## config.mk

```make
export PLATFORM = sky130hd
export DESIGN_NAME = ebw_ext_bus
export DESIGN_NICKNAME = d
export VERILOG_FILES = /design/src/design/ebw_pkg.sv /design/src/design/ebw_cfg_if.sv /design/src/design/ebw_wait_ctrl.sv /design/src/design/ebw_ext_bus.sv
export VERILOG_INCLUDE_DIRS = /design/src /design/src/design
export SDC_FILE = /design/constraint.sdc
export NUM_CORES = 1
export LEC_CHECK = 0
export BUFFER_PORTS_ARGS = -buffer_cell sky130_fd_sc_hd__buf_2
export CAP_MARGIN = 0
export CORE_MARGIN = 2
export CORE_UTILIZATION = 50
export CTS_CLUSTER_SIZE = 14
export DETAILED_ROUTE_END_ITERATION = 10
export PLACE_DENSITY = 0.78
export SYNTH_ARGS = -nofsm -noshare
export SYNTH_HDL_FRONTEND = slang
export SYNTH_SLANG_ARGS = --single-unit
```

## constraint.sdc

```tcl
create_clock -name clk -period 2.3 [get_ports clk]
set_input_delay 0.115 -clock clk [delete_from_list [all_inputs] [get_ports clk]]
set_output_delay 0.115 -clock clk [all_outputs]
set_load 0.05 [all_outputs]
```

## src/design/ebw_consts.svh

```systemverilog
// constants for the external bus and wait-state block
`ifndef EBW_CONSTS_SVH
`define EBW_CONSTS_SVH

`define EBW_ADDR_W 16
`define EBW_DATA_W 16
`define EBW_WSC_W 4
`define EBW_WSC_ADDR 16'hffff
`define EBW_WSC_RESET 4'hf
`define EBW_BIT_PROG_WAIT 0
`define EBW_BIT_DATA_WAIT 1
`define EBW_BIT_IO_WAIT 2
`define EBW_BIT_TRACE 3
`define EBW_DATA_EXT_BASE 16'h8000
`define EBW_CLK_NS 10
`define EBW_MC_HALF_NS 10
`define EBW_MC_HALF_CLKS ((`EBW_MC_HALF_NS + `EBW_CLK_NS - 1) / `EBW_CLK_NS)

`endif

```

## src/design/ebw_pkg.sv

```systemverilog
// types shared by the external bus block
package ebw_pkg;
    typedef enum logic [1:0] {
        EBW_SP_PROG = 2'h0,
        EBW_SP_DATA = 2'h1,
        EBW_SP_IO = 2'h2
    } ebw_space_t;

    typedef enum logic [3:0] {
        EBW_S_IDLE = 4'h1,
        EBW_S_SETUP = 4'h2,
        EBW_S_ACT = 4'h4,
        EBW_S_HOLD = 4'h8
    } ebw_state_t;
endpackage

```

## src/design/ebw_cfg_if.sv

```systemverilog
// link between bus sequencer and wait-state control register
`timescale 1ns/1ps
`default_nettype none
interface ebw_cfg_if;
    logic wr;
    logic [15:0] wdata;
    logic [15:0] rdata;
    logic trace_en;
    logic io_wait;
    logic data_wait;
    logic prog_wait;

    modport reg_side (
        input wr,
        input wdata,
        output rdata,
        output trace_en,
        output io_wait,
        output data_wait,
        output prog_wait
    );

    modport user (
        output wr,
        output wdata,
        input rdata,
        input trace_en,
        input io_wait,
        input data_wait,
        input prog_wait
    );
endinterface
`default_nettype wire

```

## src/design/ebw_wait_ctrl.sv

```systemverilog
// wait-state control register
`timescale 1ns/1ps
`default_nettype none
`include "ebw_consts.svh"
module ebw_wait_ctrl (
    input wire logic clk,
    input wire logic rst_n,
    ebw_cfg_if.reg_side cfg
);
    import ebw_pkg::*;

    logic [`EBW_WSC_W-1:0] wsc;
    logic seen_wr;

    always_ff @(posedge clk or negedge rst_n) begin
        if (!rst_n) begin
            wsc <= `EBW_WSC_RESET;
        end else if (cfg.wr) begin
            wsc <= cfg.wdata[`EBW_WSC_W-1:0];
        end
    end

    // upper bits read as zero
    assign cfg.rdata = {{(16 - `EBW_WSC_W){1'b0}}, wsc};
    assign cfg.trace_en = wsc[`EBW_BIT_TRACE];
    assign cfg.io_wait = wsc[`EBW_BIT_IO_WAIT];
    assign cfg.data_wait = wsc[`EBW_BIT_DATA_WAIT];
    assign cfg.prog_wait = wsc[`EBW_BIT_PROG_WAIT];

    always_ff @(posedge clk or negedge rst_n) begin
        if (!rst_n) begin
            seen_wr <= 1'b0;
        end else if (cfg.wr) begin
            seen_wr <= 1'b1;
        end
    end

    AST_RESET_ALL_SET: assert property (@(posedge clk)
        disable iff (!rst_n)
        !seen_wr |-> (cfg.rdata == 16'h000f))
        else $error("wait control not all ones after reset");
    AST_RESV_ZERO: assert property (@(posedge clk)
        disable iff (!rst_n)
        cfg.wr |=> (cfg.rdata[15:4] == 12'h000))
        else $error("reserved bits read non-zero");
    AST_WR_TAKES: assert property (@(posedge clk)
        disable iff (!rst_n)
        cfg.wr |=> (cfg.rdata[3:0] == $past(cfg.wdata[3:0])))
        else $error("control write not stored");
endmodule
`default_nettype wire

```

## src/design/ebw_ext_bus.sv

```systemverilog
// external bus sequencer with wait-state insertion
`timescale 1ns/1ps
`default_nettype none
`include "ebw_consts.svh"
module ebw_ext_bus #(
    parameter int HALF_CLKS = `EBW_MC_HALF_CLKS
) (
    input wire logic clk,
    input wire logic rst_n,
    input wire logic core_req,
    input wire ebw_pkg::ebw_space_t core_space,
    input wire logic [15:0] core_addr,
    input wire logic [15:0] core_wdata,
    input wire logic core_write,
    input wire logic core_prog_ext,
    input wire logic [15:0] core_pc,
    output logic [15:0] core_rdata,
    output logic core_ack,
    output logic machine_clock,
    output logic [15:0] addr_o,
    output logic addr_oe,
    input wire logic [15:0] data_i,
    output logic [15:0] data_o,
    output logic data_oe,
    output logic program_select_n,
    output logic data_select_n,
    output logic io_select_n,
    output logic access_strobe_n,
    output logic write_enable_n,
    output logic read_not_write,
    output logic write_not_read,
    input wire logic ready
);
    import ebw_pkg::*;

    localparam int DIV_W = (HALF_CLKS > 1) ? $clog2(HALF_CLKS) : 1;

    ebw_cfg_if cfg ();

    ebw_wait_ctrl u_wait_ctrl (
        .clk(clk),
        .rst_n(rst_n),
        .cfg(cfg)
    );

    // ****************************************
    // pin synchronisers
    // ****************************************
    logic ready_m;
    logic ready_s;
    logic [15:0] data_m;
    logic [15:0] data_s;

    always_ff @(posedge clk or negedge rst_n) begin
        if (!rst_n) begin
            ready_m <= 1'b1;
            ready_s <= 1'b1;
            data_m <= 16'h0000;
            data_s <= 16'h0000;
        end else begin
            ready_m <= ready;
            ready_s <= ready_m;
            data_m <= data_i;
            data_s <= data_m;
        end
    end

    // ****************************************
    // machine clock divider
    // ****************************************
    logic [DIV_W-1:0] div_cnt;
    logic tick;
    logic boundary;

    assign tick = (div_cnt == DIV_W'(HALF_CLKS - 1));
    assign boundary = tick && machine_clock;

    always_ff @(posedge clk or negedge rst_n) begin
        if (!rst_n) begin
            div_cnt <= '0;
        end else if (tick) begin
            div_cnt <= '0;
        end else begin
            div_cnt <= div_cnt + DIV_W'(1);
        end
    end

    always_ff @(posedge clk or negedge rst_n) begin
        if (!rst_n) begin
            machine_clock <= 1'b0;
        end else if (tick) begin
            machine_clock <= ~machine_clock;
        end
    end

    // ****************************************
    // request decode
    // ****************************************
    logic is_wsc;
    logic is_ext;
    logic wait_bit;
    logic take;
    logic start_ext;
    logic start_int;
    ebw_state_t state;
    logic rd_pend;

    assign is_wsc = (core_space == EBW_SP_IO)
        && (core_addr == `EBW_WSC_ADDR);

    always_comb begin
        is_ext = 1'b0;
        wait_bit = 1'b0;
        unique case (core_space)
            EBW_SP_PROG: begin
                is_ext = core_prog_ext;
                wait_bit = cfg.prog_wait;
            end
            EBW_SP_DATA: begin
                is_ext = (core_addr >= `EBW_DATA_EXT_BASE);
                wait_bit = cfg.data_wait;
            end
            EBW_SP_IO: begin
                is_ext = !is_wsc;
                wait_bit = cfg.io_wait;
            end
            default: begin
                is_ext = 1'b0;
                wait_bit = 1'b0;
            end
        endcase
    end

    // a read answered one clk late must not be taken twice
    assign take = (state == EBW_S_IDLE) && core_req && !core_ack
        && !rd_pend;
    // external cycles open on a machine-cycle edge only
    assign start_ext = take && is_ext && boundary;
    assign start_int = take && !is_ext;

    assign cfg.wr = start_int && is_wsc && core_write;
    assign cfg.wdata = core_wdata;

    // ****************************************
    // bus cycle sequencer
    // ****************************************
    logic hcnt;
    logic pw;
    logic acc_write;
    ebw_space_t acc_space;
    logic [15:0] acc_addr;
    logic act_end;
    logic done;

    assign act_end = (state == EBW_S_ACT) && tick && hcnt;
    assign done = (act_end && !pw && ready_s && !acc_write)
        || ((state == EBW_S_HOLD) && tick);

    always_ff @(posedge clk or negedge rst_n) begin
        if (!rst_n) begin
            state <= EBW_S_IDLE;
            hcnt <= 1'b0;
            pw <= 1'b0;
            acc_write <= 1'b0;
            acc_space <= EBW_SP_PROG;
            acc_addr <= 16'h0000;
            data_o <= 16'h0000;
        end else begin
            unique case (state)
                EBW_S_IDLE: begin
                    if (start_ext) begin
                        acc_write <= core_write;
                        acc_space <= core_space;
                        acc_addr <= core_addr;
                        data_o <= core_wdata;
                        pw <= wait_bit;
                        hcnt <= 1'b0;
                        // write gets a half cycle of strobe before write enable
                        state <= core_write ? EBW_S_SETUP : EBW_S_ACT;
                    end
                end
                EBW_S_SETUP: begin
                    if (tick) begin
                        state <= EBW_S_ACT;
                    end
                end
                EBW_S_ACT: begin
                    if (tick) begin
                        hcnt <= ~hcnt;
                        if (hcnt) begin
                            if (pw) begin
                                pw <= 1'b0;
                            end else if (ready_s) begin
                                state <= acc_write ? EBW_S_HOLD
                                    : EBW_S_IDLE;
                            end
                        end
                    end
                end
                EBW_S_HOLD: begin
                    if (tick) begin
                        state <= EBW_S_IDLE;
                    end
                end
                default: begin
                    state <= EBW_S_IDLE;
                end
            endcase
        end
    end

    // ****************************************
    // core answer
    // ****************************************
    // data_s lags the pins two clks: answer reads one clk after strobe
    always_ff @(posedge clk or negedge rst_n) begin
        if (!rst_n) begin
            rd_pend <= 1'b0;
        end else begin
            rd_pend <= done && !acc_write;
        end
    end

    always_ff @(posedge clk or negedge rst_n) begin
        if (!rst_n) begin
            core_ack <= 1'b0;
        end else begin
            core_ack <= start_int || (done && acc_write) || rd_pend;
        end
    end

    always_ff @(posedge clk or negedge rst_n) begin
        if (!rst_n) begin
            core_rdata <= 16'h0000;
        end else if (start_int) begin
            core_rdata <= is_wsc ? cfg.rdata : 16'h0000;
        end else if (rd_pend) begin
            core_rdata <= data_s;
        end
    end

    // ****************************************
    // pins
    // ****************************************
    logic busy;
    logic [15:0] pc_q;

    always_ff @(posedge clk or negedge rst_n) begin
        if (!rst_n) begin
            pc_q <= 16'h0000;
        end else begin
            pc_q <= core_pc;
        end
    end

    assign busy = (state != EBW_S_IDLE);
    assign addr_oe = busy || cfg.trace_en;
    assign addr_o = busy ? acc_addr : pc_q;
    assign data_oe = busy && acc_write;
    assign program_select_n = !(busy && acc_space == EBW_SP_PROG);
    assign data_select_n = !(busy && acc_space == EBW_SP_DATA);
    assign io_select_n = !(busy && acc_space == EBW_SP_IO);
    assign access_strobe_n = !busy;
    assign write_enable_n = !((state == EBW_S_ACT) && acc_write);
    assign read_not_write = !(busy && acc_write);
    assign write_not_read = busy && acc_write;

    // ****************************************
    // checks
    // ****************************************
    AST_ONE_SELECT: assert property (@(posedge clk)
        disable iff (!rst_n)
        $onehot0({~program_select_n, ~data_select_n, ~io_select_n}))
        else $error("more than one space select active");
    AST_STROBE_SEL: assert property (@(posedge clk)
        disable iff (!rst_n)
        !access_strobe_n == !(program_select_n && data_select_n
        && io_select_n))
        else $error("strobe and selects disagree");
    AST_WE_SETUP: assert property (@(posedge clk)
        disable iff (!rst_n)
        $fell(write_enable_n) |-> $past(data_oe) && $past(!access_strobe_n))
        else $error("write enable fell without setup half");
    AST_WE_HOLD: assert property (@(posedge clk)
        disable iff (!rst_n)
        $rose(write_enable_n) && data_oe |-> !access_strobe_n
        && (state == EBW_S_HOLD))
        else $error("no hold half after write enable");
    AST_READY_STALL: assert property (@(posedge clk)
        disable iff (!rst_n)
        act_end && !pw && !ready_s |=> (state == EBW_S_ACT) && !core_ack)
        else $error("cycle ended while ready low");
    AST_PW_STALL: assert property (@(posedge clk)
        disable iff (!rst_n)
        act_end && pw |=> (state == EBW_S_ACT) && !pw)
        else $error("programmed wait not inserted");
    AST_PW_LOAD: assert property (@(posedge clk)
        disable iff (!rst_n)
        start_ext |=> (pw == $past(wait_bit)))
        else $error("wait bit not applied to access");
    AST_IDLE_QUIET: assert property (@(posedge clk)
        disable iff (!rst_n)
        !busy && !cfg.trace_en |-> !addr_oe && !data_oe && access_strobe_n)
        else $error("bus driven while idle");
    AST_ONCHIP_QUIET: assert property (@(posedge clk)
        disable iff (!rst_n)
        start_int |=> access_strobe_n && core_ack)
        else $error("on-chip access touched external bus");
    AST_RNW_PAIR: assert property (@(posedge clk)
        disable iff (!rst_n)
        !access_strobe_n |-> (read_not_write == !write_not_read))
        else $error("direction outputs not complementary");
    AST_ONE_WAIT: assert property (@(posedge clk)
        disable iff (!rst_n)
        busy && !pw |=> !pw)
        else $error("second programmed wait in one access");
    AST_TRACE_PC: assert property (@(posedge clk)
        disable iff (!rst_n)
        !busy && cfg.trace_en |-> addr_oe && (addr_o == pc_q))
        else $error("idle bus not showing program address");
    AST_RD_ONCE: assert property (@(posedge clk)
        disable iff (!rst_n)
        rd_pend |-> !start_ext && !start_int)
        else $error("read taken again before its answer");
    AST_RD_ANSWER: assert property (@(posedge clk)
        disable iff (!rst_n)
        rd_pend |=> core_ack && (core_rdata == $past(data_s)))
        else $error("read answer missing");
    AST_PROG_ONCHIP: assert property (@(posedge clk)
        disable iff (!rst_n)
        start_int && (core_space == EBW_SP_PROG) |=> program_select_n)
        else $error("program select on on-chip access");
endmodule
`default_nettype wire

```

After elaboration in Yosys (flattened, before gate mapping). Cells that the tools add are included.

Bits in registers: 115. Bits of input ports: 72. Memories kept: 0. Memory bits (writable): 0. Memory bits (read-only): 0. Word-level logic and storage cells: 111. Output and inout port bits: 59. Latch bits: 0.

Add/subtract/negate cells: 1. Bitwise gates (word level): 3. Shifts and indexed selects: 0. $lt $le $gt $ge: 1. Divide/modulo/power cells: 0. Reduce and logical (&&, ||, !) cells: 47. Eq/ne operators: 17. $mul: 0. Muxes and demuxes: 24.

Operators with widths (number): $mux W16 (3); $mux W4 (9); $logic_and A1 B1 Y1 (23); $eq A16 B16 Y1 const B (1); $ge A16 B16 Y1 const B (1); $pmux W4 S4 (1); $ne A2 B2 Y1 const B (7); $logic_not A1 Y1 (12); $reduce_and A7 Y1 (1); $mux W1 (6); $pmux W1 S3 (2); $eq A2 B1 Y1 const B (2); $eq A2 B2 Y1 const B (2); $eq A4 B1 Y1 const B (1); $eq A4 B2 Y1 const B (1); $eq A4 B3 Y1 const B (1); $eq A4 B4 Y1 const B (1); $logic_not A2 Y1 (2); $logic_or A1 B1 Y1 (4); $ne A4 B1 Y1 const B (1); $pmux W1 S2 (2); $reduce_and A4 Y1 (1); $reduce_bool A2 Y1 (2); $mux W3 (1); 4 further kinds (6).

Depth between registers and ports, before layout.
Depth in word-level cells: 10. Depth in mapped cells: 8. Mapped depth without buffers: 5.

Hierarchy. A second synthesis with hierarchy kept.

Cells, all modules: 346. Area total of the unflattened synthesis: 4444.3 um^2.

By module, submodules not included: ebw_ext_bus (cells an instance 321, area each 4170.2 um^2, sequential area each 2756.4 um^2, instances 1); ebw_wait_ctrl (cells an instance 25, area each 274.0 um^2, sequential area each 105.1 um^2, instances 1).

Worst setup path before layout. No wires, ideal clock.

Kind: reg-to-output. Start: register state[0]. End: output port write_not_read. Path buffers: 3. Setup slack: -0.142 ns. Data arrival time: 2.327 ns. Cell stages (with the launch flop): 7. Cells stage by stage: dfstp_2 -> or4b_1 -> buf_2 -> clkbuf_1 -> nand2_1 -> inv_1 -> buf_4.

Word-level cells in the longest chain between the ends: 2.

Ends and longest elaborated chain: start, declared (RTL line ebw_ext_bus.sv:105) `ebw_state_t state;`; start signal, assigned (RTL line ebw_ext_bus.sv:179) `state <= core_write ? EBW_S_SETUP : EBW_S_ACT;`; start signal, assigned (RTL line ebw_ext_bus.sv:194) `state <= acc_write ? EBW_S_HOLD`; $ne A4 B1 Y1 (RTL line ebw_ext_bus.sv:256) `assign busy = (state != EBW_S_IDLE);`; $logic_and A1 B1 Y1; end, declared (RTL line ebw_ext_bus.sv:31) `output logic write_not_read,`.

No other way between the ends.

Final worst setup path.
Start: register state[0]. End: output port addr_o[1].

Word-level cells in the longest chain between the ends: 2.

Ends and longest elaborated chain: $ne A4 B1 Y1 (RTL line ebw_ext_bus.sv:256); $mux W16 (RTL line ebw_ext_bus.sv:258) `assign addr_o = busy ? acc_addr : pc_q;`; end, declared (RTL line ebw_ext_bus.sv:20) `output logic [15:0] addr_o,`.

No other way between the ends.

==> impl_metrics.toml <==
[sta]
max_clock_freq_mhz = 449
fin_hold_ws_ps = 137
hold_viol = 0
grt_setup_unrepaired = "false"
tightest_slew_ps = 624
drv_slew = 0
period_share_pct = 96.8
max-slew-margin-rel_pct = 58.4
period_needed_ps = 2230
finalSetupViolCount = 0
clock_skew_ps = 7.58

[clock_tree]
cts-root-buf = "clkbuf_8"
cts-buffers-inserted = 17
clk_latency_ps = 500
clk_pin_slew_worst_paths_ps = 60
cts_sinks = 114
cts_tree = "built"
cts_buffer_depth = 2
htreeDepth = 4

[synthesis]
syn_avg_cell_area_um2 = 13.7
synth_seq_area_share_pct = 67.8
synth_fp_nets = 380
synth.top_cell.area_share_pct = 63.4
synthTopCellsByArea = "dfrtp_1 63%, mux2_2 5.3%, nand2_1 5.2%, mux2_1 4.8%, dfstp_2 4.4%"
yosys.area.top_type = "dfrtp_1"
syn_inst = 308
synth_cell_types = 42
synthFlopType = "dfrtp_1"
ys_async_sr_fraction_pct = 100
yosys_warnings = 0
ys_ff_latch = 114
netlist_area_mm2 = 0.00422
synth_edf_count = 0

[die]
ios = 131
design.core.area_mm2 = 0.00822
die_area_mm2 = 0.00920
dieWidth_um = 95.9
fp.dieH_um = 95.9
start_util_pct = 51.4
rows = 33

[global_routing]
grt_pass1_vias = 3317
grt_max_degree = 50
grt.total_usage_pct = 23.2
grt_pass1_wl_mm = 15.6
antenna_found_initial = 0
overflow = 0

[final_layout]
multi_input_area_mm2 = 0.00125
final_cell_mix = "109 x buf_2, 106 x dfrtp_1, 68 x dlygate4sd3_1, 58 x nand2_1, 24 x buf_4"
fillers = 501
seq_area_mm2 = 0.00286
area_growth_pct = 50.1
drive_above_1_share_pct = 39.5
final_common_cell = "buf_2"
num_antenna_cells = 0
nets = 591
final_core_util_pct = 77.2

[power]
power_density_mw_per_mm2 = 1400
p_sw_mw = 3.81
p_sw_share_pct = 42.8
pwr-share-seq_pct = 30.6
pwr-share-comb_pct = 41.9
vdd_drop_max_mv = 1.11
power.internal_mw = 5.08
p_leak_nw = 3.06
clockPowerShare_pct = 27.5
finalPower_mw = 8.88

[drt]
postRouteAntennaNets = 0
drt_first_iter_violations = 124
drtPass1Iterations = 4
via_per_inst = 5.04
drt-wirelength-per-cell_um = 15.7
drt_wl_total_mm = 10.0
post-route-drc-count = 0
vias = 3212

[worst_setup_path]
critPathKind = "flop to output pin"
cp.required_ps = 2180
crit_path_start_kind = "flop"
critPathMaxFanout = 21
r2r_start = "state[0]"
crit_start = "state[0]"
arrival_ps = 2110
crit_path_end_kind = "output pin"

[run_status]
outcome = "completed"

[hold_path]
hp-start = "core_req"
hold_path.class = "input pin to flop"

[placement]
portBuffers = 130
place.gp.congestion = 0.892
hpwl_mm = 5.97

[job]
maxCapViolations = 0
cells by family (layout without fill, tap and decap cells):
kind of cell,Yosys count,in the layout,synth area share [%]
DFF,114,114,67.8
and+or+nand+nor,103,103,12.4
muxes,41,41,10.8
AOI/OAI and AO/OA,28,28,6.04
buffers and inverters,22,246,2.99
metal layers:
layer	up-vias	global-route usage, %	wire [um]
met5	-	0	0
met4	0	11.9	230
met3	19	5.87	553
met2	112	38.7	5140
met1	1586	27.8	4100
li1	1495	-	-
cells in the mapped netlist, types with 6 or more instances:
master	n
a22o_1	12
dfstp_2	7
nand2_1	59
mux2_1	18
nand2b_1	9
mux2_2	20
nand4_1	8
clkbuf_1	7
dfrtp_1	107
inv_1	6
flip-flops by register name, summed over array words and instances, names as in the netlist, 2 cells and up:
signal	flops
acc_space	2
acc_addr	16
data_m	16
state	4
u_wait_ctrl.wsc	4
data_s	16
core_rdata	16
pc_q	16
data_o	16
what timing repair did:
| item | in CTS | in global routing |
|---|---|---|
| buffers inserted | 0 | 1 |
| endpoints found under the hold margin | 119 | 0 |
| setup endpoints to repair | 23 | 24 |
| hold buffers | 68 | 0 |
| resized for setup | 22 | 7 |
stage by stage:
step                instances  setup TNS, ps  cell area, um2  setup WS, ps
floorplan                 308              0            4230          65.2
global placement          536              0            5000           202
detailed placement        536              0            5000           178
CTS                       636          -6.47            6300         -3.85
global route              637              0            6340         0.638
finish                    637              0            6340          73.4
layout make-up:
class / count / share of cell area [%]
clock buffer: 17 / 6.53
inverter: 7 / 0.434
timing repair buffer: 207 / 23.7
clock inverter: 15 / 2.35
multi-input combinational: 172 / 19.8
sequential: 114 / 45.2
tap: 105 / 2.07
worst paths after layout:
path / depth (start not counted) / slack, ps / end
worst max-delay path: 6 / 70 / addr_o[1]
worst min-delay path: 4 / 140 / acc_space[1]
worst max register to register: 6 / 190 / data_o[2]
worst min register to register: 0 / 350 / data_s[7]
max in group asynchronous: 3 / 1340 / ready_m
min in group asynchronous: 2 / 160 / pc_q[8]
worst max-delay path: stages, from the launching register on:
cell,delay (ps)
dfstp_2,540
or4b_4,480
clkinv_2,100
buf_12,160
nand2_1,70
nand2_1,70
buf_4,200
power groups by stage:
stage / clock network (mW) / logic [mW] / registers, mW
floorplan: 0 / 1.91 / 3.41
CTS: 2.50 / 3.63 / 2.72
global placement: 0 / 3.32 / 2.72
global route: 2.59 / 3.94 / 2.77
finish: 2.45 / 3.72 / 2.72
detailed placement: 0 / 3.37 / 2.74
(Power assumes the default switching activity.)
